[src/uif_defs.vh]
// Purpose: Constants for the USB interrupt and error flag block
// Assumes: 200 MHz hclk, AHB-Lite register access, 32-bit data
// Notes:   Register offsets are byte addresses
`ifndef UIF_DEFS_VH
`define UIF_DEFS_VH

// ============================================================
// Register map
`define UIF_OFS_IRQ_FLAGS   4'h0
`define UIF_OFS_IRQ_EN      4'h4
`define UIF_OFS_ERR_FLAGS   4'h8
`define UIF_OFS_ERR_EN      4'hC
`define UIF_OFS_CTRL        5'h10
`define UIF_OFS_EVENTS      5'h14

// ============================================================
// Interrupt flag positions
`define UIF_B_STALL   7
`define UIF_B_ATTACH  6
`define UIF_B_RESUME  5
`define UIF_B_IDLE    4
`define UIF_B_TOKEN   3
`define UIF_B_SOF     2
`define UIF_B_ERRSUM  1
`define UIF_B_RST     0

// Error flag positions
`define UIF_B_STUFF   7
`define UIF_B_ERRGAP  6
`define UIF_B_OVR     5
`define UIF_B_TURN    4
`define UIF_B_PART    3
`define UIF_B_CRC16   2
`define UIF_B_CRC5    1
`define UIF_B_PID     0

// Implemented masks and reset value
`define UIF_IRQ_W1C_MASK  8'hFD
`define UIF_ERR_MASK      8'hBF
`define UIF_ZERO8         8'h00

// ============================================================
// Timing: times in ns, counts derived at 5 ns per cycle
`define UIF_CLK_NS        5
`define UIF_T_SHORT_NS    2500
`define UIF_T_IDLE_NS     3000000
`define UIF_N_SHORT       (`UIF_T_SHORT_NS / `UIF_CLK_NS)
`define UIF_N_IDLE        (`UIF_T_IDLE_NS / `UIF_CLK_NS)
`define UIF_CNT_W         20

// AHB transfer type and size
`define UIF_HTRANS_NONSEQ 2'b10
`define UIF_HSIZE_WORD    3'b010

`endif

[src/uif_irq_flags.v]
// Purpose: USB interrupt status/enable and error status/enable registers
// Assumes: Events come from the USB engine on hclk;
//          line levels from pins are synchronised here
// Notes:   Flags are write-one-to-clear on full-word writes only
`timescale 1ns/100ps
`include "uif_defs.vh"

// Notes on behaviour
// Stall handshake sets flag bit 7
// Host: non-SE0 quiet 2.5 us sets attach
// K-state held 2.5 us sets resume
// Idle held 3 ms sets idle flag
// Token done sets flag; clear advances status
// SOF received or host threshold sets flag; only ev_sof sets it here, there is no host threshold
// Error summary read-only, ORs enabled errors
// Host detach flag rearms after reset clears
// Full-word write-one clears each flag except the bit 1 summary
// Enables mask flags; attach enable device-zero
// Enable bit 0 covers reset or detach
// Bit stuffing violation sets stuff flag
// Buffer overrun sets flag, data truncated
// Turnaround timeout sets flag
// Partial byte data field sets flag
// CRC16 failure sets flag
// Bit 1: CRC5 device, end-of-frame host
// PID check failure sets flag
// Error enables gate into summary
// Upper byte and bit 6 read zero
// Device: 2.5 us bus reset, rearm after
// One interrupt output; all resets zero
module uif_irq_flags #(
    parameter IDLE_CYCLES = `UIF_N_IDLE
) (
    // Clock and reset
    input  wire        hclk,
    input  wire        hresetn,
    // AHB-Lite slave
    input  wire        hsel,
    input  wire [31:0] haddr,
    input  wire [1:0]  htrans,
    input  wire        hwrite,
    input  wire [2:0]  hsize,
    input  wire        hready,
    input  wire [31:0] hwdata,
    output wire        hreadyout,
    output wire        hresp,
    output reg  [31:0] hrdata,
    // Bus line states from pins
    input  wire        line_se0,
    input  wire        line_kstate,
    input  wire        line_idle,
    input  wire        line_activity,
    // Events from the USB engine (one-cycle pulses)
    input  wire        ev_stall_sent,
    input  wire        ev_token_done,
    input  wire        ev_sof,
    input  wire        ev_stuff_err,
    input  wire        ev_overrun,
    input  wire        ev_turn_timeout,
    input  wire        ev_partial_byte,
    input  wire        ev_crc16_err,
    input  wire        ev_crc5_err,
    input  wire        ev_eof_err,
    input  wire        ev_pid_err,
    // Outputs
    output wire        host_mode,
    output wire        token_status_advance,
    output wire        rx_truncate,
    output wire        usb_irq
);

    // ============================================================
    // Pin synchronisers
    reg [3:0] sync1_q;
    reg [3:0] sync2_q;
    always @(posedge hclk or negedge hresetn) begin
        if (!hresetn) begin
            sync1_q <= 4'h0;
            sync2_q <= 4'h0;
        end else begin
            sync1_q <= {line_activity, line_idle, line_kstate, line_se0};
            sync2_q <= sync1_q;
        end
    end
    wire se0_s  = sync2_q[0];
    wire k_s    = sync2_q[1];
    wire idle_s = sync2_q[2];
    wire act_s  = sync2_q[3];

    // ============================================================
    // AHB address phase capture
    reg        wr_q;
    reg        rd_q;
    reg [4:0]  addr_q;
    wire take = hsel && hready && (htrans == `UIF_HTRANS_NONSEQ);
    always @(posedge hclk or negedge hresetn) begin
        if (!hresetn) begin
            wr_q   <= 1'b0;
            rd_q   <= 1'b0;
            addr_q <= 5'h00;
        end else begin
            wr_q   <= take && hwrite && (hsize == `UIF_HSIZE_WORD);
            rd_q   <= take && !hwrite;
            addr_q <= haddr[4:0];
        end
    end
    assign hreadyout = 1'b1;
    assign hresp     = 1'b0;

    wire wr_irq  = wr_q && (addr_q == {1'b0, `UIF_OFS_IRQ_FLAGS});
    wire wr_ien  = wr_q && (addr_q == {1'b0, `UIF_OFS_IRQ_EN});
    wire wr_err  = wr_q && (addr_q == {1'b0, `UIF_OFS_ERR_FLAGS});
    wire wr_een  = wr_q && (addr_q == {1'b0, `UIF_OFS_ERR_EN});
    wire wr_ctrl = wr_q && (addr_q == `UIF_OFS_CTRL);

    // ============================================================
    // Control register: bit 0 selects host mode
    reg host_q;
    always @(posedge hclk or negedge hresetn) begin
        if (!hresetn)
            host_q <= 1'b0;
        else if (wr_ctrl)
            host_q <= hwdata[0];
    end
    assign host_mode = host_q;

    // ============================================================
    // Line-state timers
    reg [`UIF_CNT_W-1:0] quiet_cnt_q;
    reg [`UIF_CNT_W-1:0] k_cnt_q;
    reg [`UIF_CNT_W-1:0] idle_cnt_q;
    reg [`UIF_CNT_W-1:0] se0_cnt_q;
    reg                  attach_arm_q;
    reg                  resume_arm_q;
    reg                  idle_arm_q;
    reg                  rst_arm_q;
    // Counts are formed at 32 bits and cut to the counter width on purpose
    localparam [31:0]           N_SHORT_W = `UIF_N_SHORT;
    localparam [31:0]           N_IDLE_W  = IDLE_CYCLES;
    localparam [`UIF_CNT_W-1:0] N_SHORT   = N_SHORT_W[`UIF_CNT_W-1:0];
    localparam [`UIF_CNT_W-1:0] N_IDLE    = N_IDLE_W[`UIF_CNT_W-1:0];

    wire quiet_hit = (quiet_cnt_q == N_SHORT) && attach_arm_q;
    wire k_hit     = (k_cnt_q == N_SHORT) && resume_arm_q;
    wire idle_hit  = (idle_cnt_q == N_IDLE) && idle_arm_q;
    wire se0_hit   = (se0_cnt_q == N_SHORT) && rst_arm_q;

    // ============================================================
    // Attach timer: non-SE0 with no activity, host only
    always @(posedge hclk or negedge hresetn) begin
        if (!hresetn) begin
            quiet_cnt_q  <= {`UIF_CNT_W{1'b0}};
            attach_arm_q <= 1'b1;
        end else if (se0_s || act_s || !host_q) begin
            quiet_cnt_q  <= {`UIF_CNT_W{1'b0}};
            attach_arm_q <= 1'b1;
        end else if (quiet_cnt_q != N_SHORT) begin
            quiet_cnt_q <= quiet_cnt_q + 1'b1;
        end else begin
            attach_arm_q <= 1'b0;
        end
    end

    // ============================================================
    // Resume timer: continuous K-state
    always @(posedge hclk or negedge hresetn) begin
        if (!hresetn) begin
            k_cnt_q      <= {`UIF_CNT_W{1'b0}};
            resume_arm_q <= 1'b1;
        end else if (!k_s) begin
            k_cnt_q      <= {`UIF_CNT_W{1'b0}};
            resume_arm_q <= 1'b1;
        end else if (k_cnt_q != N_SHORT) begin
            k_cnt_q <= k_cnt_q + 1'b1;
        end else begin
            resume_arm_q <= 1'b0;
        end
    end

    // ============================================================
    // Idle timer: continuous idle state
    always @(posedge hclk or negedge hresetn) begin
        if (!hresetn) begin
            idle_cnt_q <= {`UIF_CNT_W{1'b0}};
            idle_arm_q <= 1'b1;
        end else if (!idle_s) begin
            idle_cnt_q <= {`UIF_CNT_W{1'b0}};
            idle_arm_q <= 1'b1;
        end else if (idle_cnt_q != N_IDLE) begin
            idle_cnt_q <= idle_cnt_q + 1'b1;
        end else begin
            idle_arm_q <= 1'b0;
        end
    end

    // ============================================================
    // SE0 timer: bus reset (device) or detach (host)
    // Rearms only once SE0 has ended, so a long reset flags once
    always @(posedge hclk or negedge hresetn) begin
        if (!hresetn) begin
            se0_cnt_q <= {`UIF_CNT_W{1'b0}};
            rst_arm_q <= 1'b1;
        end else if (!se0_s) begin
            se0_cnt_q <= {`UIF_CNT_W{1'b0}};
            rst_arm_q <= 1'b1;
        end else if (se0_cnt_q != N_SHORT) begin
            se0_cnt_q <= se0_cnt_q + 1'b1;
        end else begin
            rst_arm_q <= 1'b0;
        end
    end

    // ============================================================
    // Interrupt flags and enables
    reg  [7:0] irq_q;
    reg  [7:0] ien_q;
    wire [7:0] irq_set;
    assign irq_set[`UIF_B_STALL]  = ev_stall_sent;
    assign irq_set[`UIF_B_ATTACH] = quiet_hit && host_q;
    assign irq_set[`UIF_B_RESUME] = k_hit;
    assign irq_set[`UIF_B_IDLE]   = idle_hit;
    assign irq_set[`UIF_B_TOKEN]  = ev_token_done;
    assign irq_set[`UIF_B_SOF]    = ev_sof;
    assign irq_set[`UIF_B_ERRSUM] = 1'b0;
    assign irq_set[`UIF_B_RST]    = se0_hit;

    wire [7:0] irq_clr = wr_irq ? (hwdata[7:0] & `UIF_IRQ_W1C_MASK) : `UIF_ZERO8;

    always @(posedge hclk or negedge hresetn) begin
        if (!hresetn) begin
            irq_q <= `UIF_ZERO8;
            ien_q <= `UIF_ZERO8;
        end else begin
            irq_q <= (irq_q & ~irq_clr) | irq_set;
            if (wr_ien)
                ien_q <= hwdata[7:0];
        end
    end
    // Software popping a token entry
    assign token_status_advance = irq_clr[`UIF_B_TOKEN] && irq_q[`UIF_B_TOKEN];

    // ============================================================
    // Error flags and enables
    reg  [7:0] err_q;
    reg  [7:0] een_q;
    wire [7:0] err_set;
    assign err_set[`UIF_B_STUFF]  = ev_stuff_err;
    assign err_set[`UIF_B_ERRGAP] = 1'b0;
    assign err_set[`UIF_B_OVR]    = ev_overrun;
    assign err_set[`UIF_B_TURN]   = ev_turn_timeout;
    assign err_set[`UIF_B_PART]   = ev_partial_byte;
    assign err_set[`UIF_B_CRC16]  = ev_crc16_err;
    assign err_set[`UIF_B_CRC5]   = host_q ? ev_eof_err : ev_crc5_err;
    assign err_set[`UIF_B_PID]    = ev_pid_err;

    wire [7:0] err_clr = wr_err ? (hwdata[7:0] & `UIF_ERR_MASK) : `UIF_ZERO8;

    always @(posedge hclk or negedge hresetn) begin
        if (!hresetn) begin
            err_q <= `UIF_ZERO8;
            een_q <= `UIF_ZERO8;
        end else begin
            err_q <= (err_q & ~err_clr) | err_set;
            if (wr_een)
                een_q <= hwdata[7:0] & `UIF_ERR_MASK;
        end
    end
    assign rx_truncate = ev_overrun;

    // ============================================================
    // Summary and interrupt output
    wire       err_sum = |(err_q & een_q);
    wire [7:0] ien_vis = host_q ? ien_q : (ien_q & ~(8'h01 << `UIF_B_ATTACH));
    wire [7:0] irq_vis;
    assign irq_vis = {irq_q[7:2], err_sum, irq_q[0]};
    assign usb_irq = |(irq_vis & ien_vis);

    // ============================================================
    // Read word selection from the address phase
    reg [31:0] rd_word_d;
    always @* begin
        rd_word_d = 32'h0000_0000;
        case (haddr[4:0])
            {1'b0, `UIF_OFS_IRQ_FLAGS}: rd_word_d = {24'h000000, irq_vis};
            {1'b0, `UIF_OFS_IRQ_EN}:    rd_word_d = {24'h000000, ien_vis};
            {1'b0, `UIF_OFS_ERR_FLAGS}: rd_word_d = {24'h000000, err_q};
            {1'b0, `UIF_OFS_ERR_EN}:    rd_word_d = {24'h000000, een_q};
            `UIF_OFS_CTRL:              rd_word_d = {31'h00000000, host_q};
            `UIF_OFS_EVENTS:            rd_word_d = {28'h0000000, act_s, idle_s, k_s, se0_s};
            default:                    rd_word_d = 32'h0000_0000;
        endcase
    end

    // Read data, driven from flip-flops; stands until the next read
    always @(posedge hclk or negedge hresetn) begin
        if (!hresetn)
            hrdata <= 32'h0000_0000;
        else if (take && !hwrite)
            hrdata <= rd_word_d;
    end

endmodule

[config.mk]
export PLATFORM = sky130hd
export DESIGN_NAME = uif_irq_flags
export DESIGN_NICKNAME = d
export VERILOG_FILES = /design/src/uif_irq_flags.v
export VERILOG_INCLUDE_DIRS = /design/src
export SDC_FILE = /design/constraint.sdc
export NUM_CORES = 1
export LEC_CHECK = 0
export BUFFER_PORTS_ARGS = -buffer_cell sky130_fd_sc_hd__buf_2
export CAP_MARGIN = 30
export CORE_UTILIZATION = 25
export DETAILED_ROUTE_END_ITERATION = 7
export PLACE_DENSITY = 0.4
export SLEW_MARGIN = 20
export SYNTH_ARGS = -nofsm -noshare
export SYNTH_HDL_FRONTEND = slang
export SYNTH_SLANG_ARGS = --single-unit
export TNS_END_PERCENT = 30
[constraint.sdc]
create_clock -name hclk -period 1.5 [get_ports hclk]
set_input_delay 0.075 -clock hclk [delete_from_list [all_inputs] [get_ports hclk]]
set_output_delay 0.075 -clock hclk [all_outputs]
set_load 0.005 [all_outputs]
==> results of run 1 <==
## repair_timing
| action | 4_1_cts | 5_1_grt |
|---|---|---|
| gates resized for setup | 44 | 64 |
| hold buffers | 30 | 0 |
| endpoints found under the setup margin | 60 | 86 |
| pin swaps | 33 | 29 |
| endpoints found under the hold margin | 171 | 0 |
| buffers inserted | 17 | 4 |
## per-stage QoR
stage          setup WS (ns)  area [sq um]
6_report              -0.434          9800
5_1_grt               -0.535          9800
3_3_place_gp          -0.153          8270
3_5_place_dp          -0.225          8270
4_1_cts               -0.421          9520
2_1_floorplan        -0.0762          6940
## power by group
group	leakage [nW]	total (W)	internal [W]	switching, W
registers	1.75	0.00380	0.00374	0.0000638
logic	2.33	0.000607	0.000302	0.000305
clock network	0.306	0.00459	0.00292	0.00167
## cell type report
type,instances,share of cell area
sequential,136,0.348
tap,341,0.0435
clock buffer,21,0.0480
multi-input combinational,466,0.363
timing repair buffer,218,0.171
clock inverter,11,0.0174
inverter,23,0.00881
## cells by family after synthesis
group                      after synthesis  synth area share
other                                    2           0.00110
muxes                                   32            0.0571
adders and majority gates                8            0.0146
DFF                                    136             0.498
buffers and inverters                   63            0.0507
and+or+nand+nor                        269             0.225
AOI/OAI and AO/OA                       72            0.0774
xor gates and xnor gates                59            0.0756
## sequential cells by signal, summed over array words and instances (netlist names)
| register | cells |
|---|---|
| host_mode | 1 |
| se0_cnt_q | 20 |
| attach_arm_q | 1 |
| k_cnt_q | 20 |
| quiet_cnt_q | 20 |
| idle_arm_q | 1 |
| addr_q | 5 |
| rst_arm_q | 1 |
| een_q | 7 |
| hrdata | 8 |
| sync1_q | 4 |
| idle_cnt_q | 20 |
| wr_q | 1 |
| err_q | 7 |
| ien_q | 8 |
| resume_arm_q | 1 |
| irq_q | 7 |
| sync2_q | 4 |
## critical path, stage by stage (launching register included)
cell and delay [ns]:
sky130_fd_sc_hd__dfrtp_1 0.38, sky130_fd_sc_hd__a222oi_1 0.40, sky130_fd_sc_hd__nand3_1 0.16, sky130_fd_sc_hd__buf_4 0.16, sky130_fd_sc_hd__nand2_2 0.05, sky130_fd_sc_hd__nand4_1 0.12
sky130_fd_sc_hd__buf_2 0.18
## worst max path at each step
stage | from | to
after floorplan | quiet_cnt_q[12]$_DFFE_PN0P_ | quiet_cnt_q[1]$_DFFE_PN0P_
after global placement | k_cnt_q[0]$_DFFE_PN0P_ | k_cnt_q[16]$_DFFE_PN0P_
after detailed placement | k_cnt_q[1]$_DFFE_PN0P_ | k_cnt_q[18]$_DFFE_PN0P_
after CTS | een_q[7]$_DFFE_PN0P_ | usb_irq
after global routing | een_q[7]$_DFFE_PN0P_ | usb_irq
final | een_q[7]$_DFFE_PN0P_ | usb_irq
## synth_stat cells, drive strengths merged, types with 12 or more instances
cell	n	area (sq um)
nor4	13	136
nand3	38	195
a22o	12	105
or3	13	81.3
inv	23	86.3
buf	32	230
xnor2	34	298
mux2	16	180
nand2	48	180
xor2	25	219
nor2	38	143
mux2i	12	120
and2	41	257
nand4	17	121
nor3	20	121
o21ai	17	85.1
dfrtp	132	3300
## routing by layer
metal,share of wire,up-vias,GRT usage
met5,0,-,0
met4,0.0097,0,0.0411
met3,0.030,8,0.0277
met2,0.48,83,0.211
met1,0.48,2665,0.171
li1,-,2642,-
==> impl_metrics.py, run 1 <==
metrics = {
    "drt": {
        "wire_per_inst_um": 14.1,
        "vias": 5398,
        "number_of_vias_per_cell": 4.44,
        "drt_first_iter_violations": 247,
        "drt-pass1-iter-count": 5,
        "routed_wirelength_um": 17200,
        "drcViolationCount": 0,
        "route.antenna.remaining_nets": 0,
    },
    "floorplan": {
        "io_pins": 127,
        "floorplan.initialDensity": 0.254,
        "fp.dieArea_sq_um": 28000,
        "rows": 60,
        "die-height_um": 167,
        "core_area_sq_um": 26900,
        "fp.dieW_um": 167,
    },
    "worst_setup_path": {
        "cp-end-kind": "output port",
        "reg2reg_slack_ns": -0.28,
        "timing.critical_path.from_type": "flip-flop",
        "crit-reg2reg-capture": "hrdata[1]$_DFFE_PN0P_",
        "timing.critical_path.arrival_ns": 1.86,
        "reg2regPathDepth": 6,
        "cp_data_required_time_ns": 1.42,
        "critical_path_class": "reg2out",
        "critical_path_peak_fanout": 2,
        "reg2reg_from": "een_q[7]$_DFFE_PN0P_",
    },
    "logic_synthesis": {
        "synth_area_sq_um": 6840,
        "synth_seq_cells": 136,
        "yosys_most_used_dff": "sky130_fd_sc_hd__dfrtp_1",
        "synth_edf_count": 0,
        "synth_seq_area_share": 0.498,
        "synth_cell_types": 59,
        "synth_warnings": 0,
        "netlist_instances": 641,
        "async_s_r_ff_share_synth": 1.00,
        "syn-mean-instance-area_sq_um": 10.7,
    },
    "final_layout": {
        "layout-drive-gt1-share": 0.365,
        "finalNonFillerCells": 1216,
        "layout.cells.most_common_list": "sky130_fd_sc_hd__dfrtp_1 (130), sky130_fd_sc_hd__buf_4 (122), sky130_fd_sc_hd__buf_2 (48), sky130_fd_sc_hd__nand2_1 (43), sky130_fd_sc_hd__and2_1 (41)",
        "final.fill_count": 2687,
        "area_delta_synth_final_pct": 43.3,
        "design.final.nets": 959,
        "insertedDiodeCount": 0,
        "final_common_cell": "sky130_fd_sc_hd__dfrtp_1",
        "multi_input_gate_area_sq_um": 3560,
        "layout.area.seq_sq_um": 3410,
        "finish.utilization": 0.365,
    },
    "timing": {
        "hold_slack_ns": 0.0283,
        "final.setup.worst_slack_ns": -0.434,
        "rsz0062_at_grt": "true",
        "timing.final.crit_share": 1.29,
        "clock_skew_ns": 0.0160,
        "hold_violations": 0,
        "finalSetupTns_ns": -3.29,
        "timing.fmax_mhz": 517,
        "slew_viol_final": 0,
        "finalSetupViolCount": 35,
        "period_minus_slack_ns": 1.93,
    },
    "run_status": {
        "violations": "setup timing",
        "status": "finished with violations",
    },
    "placement": {
        "routability_congestion_estimate_from_global_placement": 0.782,
        "dp_hpwl_um": 12200,
        "placed_cells_incl_taps": 1134,
        "place.port_buffers": 49,
    },
    "min_path": {
        "timing.hold.worst_path_depth": 2,
        "hold-path-endpoint": "addr_q[4]$_DFF_PN0_",
        "startpoint_of_the_tightest_hold_check_path": "haddr[4]",
        "holdCritPathClass": "in2reg",
    },
    "clock_tree": {
        "cts_max_path_buffers": 2,
        "cts_made_buffers": 17,
        "buffer_cell_driving_the_clock_tree_root": "sky130_fd_sc_hd__clkbuf_16",
        "cts_tree": "built",
        "insertion_delay_ns": 0.43,
        "clkSlewWorstSetupHoldPaths_ns": 0.06,
        "cts-htree-levels": 4,
        "clock_sinks": 136,
    },
    "grt": {
        "grt_overflow_total": 0,
        "grt_antenna_before_repair": 0,
        "grt_start_max_net_pins": 34,
        "first_global_vias": 5557,
        "wire_length_of_the_first_global_routing_pass_um": 28600,
        "gr-usage-all-layers": 0.129,
    },
    "power_and_ir_drop": {
        "power.leakage_nw": 4.40,
        "irDropWorstVdd_mv": 0.697,
        "post_layout_power_w": 0.00900,
        "power-per-cell-area_nw_per_um2": 918,
    },
    "run": {
        "timing.max_cap.violations": 0,
    },
}
(Power assumes the default switching activity.)
==> run 2: changes to the inputs <==
==> constraint.sdc (replaced) <==
create_clock -name hclk -period 1.7 [get_ports hclk]
set_input_delay 0.085 -clock hclk [delete_from_list [all_inputs] [get_ports hclk]]
set_output_delay 0.085 -clock hclk [all_outputs]
set_load 0.005 [all_outputs]
==> run 2 against run 1 <==
The run still ends with setup timing left; first-iteration DRC count is 33% lower; register-to-register slack improved by 0.29 ns; clock-buffer cell count is 2 lower; sequential share of layout area grew 3.5 points; critical path type unchanged; critical endpoint unchanged.
==> impl_metrics.py, run 2 (synthesis gave the netlist of run 1 again) <==
metrics = {
    "worst_setup_path": {
        "cp_cell_sequence": "a222oi_1, nand3_1, nand2_1, nand4_1, buf_2",
        "critical_path_peak_fanout": 3,
        "critPathBufInv": 1,
        "slowest_stage": "sky130_fd_sc_hd__dfrtp_1",
        "critPathTopFamily": "flip-flops",
        "timing.critical_path.from_type": "flip-flop",
        "timing.critical_path.arrival_ns": 1.64,
        "cp-end-kind": "output port",
        "critical_path_class": "reg2out",
        "timing.critical_path.slowest_cell_delay_ns": 0.40,
        "cp_data_required_time_ns": 1.62,
    },
    "placement": {
        "place_worst_setup_slack_ns": -0.155,
        "routability_congestion_estimate_from_global_placement": 0.753,
        "place.port_buffers": 49,
        "dp_hpwl_um": 11000,
        "placedInstanceArea_sq_um": 7730,
    },
    "final_layout": {
        "finish.utilization": 0.332,
        "insertedDiodeCount": 0,
        "final_design_area_no_fill_sq_um": 8920,
        "final_common_cell": "sky130_fd_sc_hd__dfrtp_1",
        "layout-drive-gt1-share": 0.259,
        "area_delta_synth_final_pct": 30.4,
        "layout.cells.most_common_list": "sky130_fd_sc_hd__dfrtp_1 (127), sky130_fd_sc_hd__buf_4 (59), sky130_fd_sc_hd__buf_2 (47), sky130_fd_sc_hd__nand2_1 (46), sky130_fd_sc_hd__and2_1 (41)",
        "design.final.nets": 886,
    },
    "grt": {
        "wire_length_of_the_first_global_routing_pass_um": 26100,
        "grt_antenna_before_repair": 0,
        "grt_overflow_total": 0,
        "first_global_vias": 5172,
        "grt_start_max_net_pins": 46,
        "gr-usage-all-layers": 0.117,
    },
    "floorplan": {
        "io_pins": 127,
        "rows": 60,
        "fp.dieW_um": 167,
        "floorplan.initialDensity": 0.254,
        "die-height_um": 167,
        "fp.dieArea_sq_um": 28000,
        "core_area_sq_um": 26900,
    },
    "drt": {
        "routed_wirelength_um": 15900,
        "route.antenna.remaining_nets": 0,
        "vias": 5061,
        "number_of_vias_per_cell": 4.43,
        "wire_per_inst_um": 13.9,
        "drcViolationCount": 0,
        "drt-pass1-iter-count": 4,
        "drt_first_iter_violations": 165,
    },
    "timing": {
        "clock_skew_ns": 0.00791,
        "finalSetupTns_ns": -0.0205,
        "timing.fmax_mhz": 581,
        "finalSetupViolCount": 1,
        "timing.final.crit_share": 1.01,
        "hold_violations": 0,
        "rsz0062_at_grt": "true",
        "slew_viol_final": 0,
        "period_minus_slack_ns": 1.72,
        "final.setup.worst_slack_ns": -0.0205,
    },
    "clock_tree": {
        "clock_sinks": 136,
        "cts_tree": "built",
        "clkSlewWorstSetupHoldPaths_ns": 0.06,
        "cts-htree-levels": 4,
        "insertion_delay_ns": 0.41,
        "buffer_cell_driving_the_clock_tree_root": "sky130_fd_sc_hd__clkbuf_16",
        "cts_made_buffers": 17,
        "cts_max_path_buffers": 2,
    },
    "min_path": {
        "holdCritPathClass": "in2async",
    },
    "power_and_ir_drop": {
        "irDropWorstVdd_mv": 0.628,
        "power-per-cell-area_nw_per_um2": 826,
        "power.leakage_nw": 3.91,
    },
    "run_status": {
        "status": "finished with violations",
        "violations": "setup timing",
    },
    "run": {
        "timing.max_cap.violations": 0,
    },
}
## run 2: where the power goes
group,internal [W],switching [W],leakage [nW]
clock network,0.00215,0.00140,0.276
registers,0.00330,0.0000526,1.75
logic,0.000223,0.000248,1.88
## run 2: layout make-up
type	instances	area, sq um
inverters	23	86.3
clock inverters	13	131
flip-flops and latches	136	3410
repair buffers	145	1090
clock buffers	19	433
multi-input cells	466	3340
fillers	2694	18000
well taps	341	427
## run 2: worst reg2reg max path, cell delays in order (launching register included)
cell	delay, ns
sky130_fd_sc_hd__dfrtp_1	0.40
sky130_fd_sc_hd__nor4_2	0.31
sky130_fd_sc_hd__nand4_1	0.20
sky130_fd_sc_hd__nor3_4	0.29
sky130_fd_sc_hd__buf_4	0.17
sky130_fd_sc_hd__xnor2_2	0.05
sky130_fd_sc_hd__and2_1	0.16
## run 2: metrics by stage
step                hold slack, ns  cells  total power [W]
floorplan                   -0.211    665          0.00362
global placement            0.0528   1063          0.00380
detailed placement          0.0600   1063          0.00381
CTS                          0.182   1134          0.00749
global route                 0.191   1143          0.00771
finish                       0.168   1143          0.00737
## run 2: metal layers
metal	vias up	part of all wire	GRT usage
li1	2493	-	-
met1	2472	0.50	0.158
met2	84	0.46	0.187
met3	12	0.035	0.0284
met4	0	0.010	0.0311
met5	-	0	0
## run 2: path summary, 6_finish.rpt
check / start / endpoint / slack, ns / depth (start not counted)
worst max register to register: k_cnt_q[11]$_DFFE_PN0P_ / k_cnt_q[0]$_DFFE_PN0P_ / 0.01 / 6
worst min-delay path: hresetn / k_cnt_q[15]$_DFFE_PN0P_ / 0.17 / 2
max in group asynchronous: hresetn / se0_cnt_q[16]$_DFFE_PN0P_ / 0.86 / 3
worst min register to register: sync1_q[0]$_DFF_PN0_ / sync2_q[0]$_DFF_PN0_ / 0.35 / 0
min in group hclk: hwrite / hrdata[4]$_DFFE_PN0P_ / 0.19 / 3
worst max-delay path: err_q[1]$_DFF_PN0_ / usb_irq / -0.02 / 5
## run 2: timing repair
action | CTS | global route
hold buffers | 33 | 0
pin swaps | 8 | 16
endpoints found under the hold margin | 76 | 0
gates resized for setup | 9 | 31
setup buffers | 6 | 9
gates cloned | 0 | 0
endpoints found under the setup margin | 8 | 47
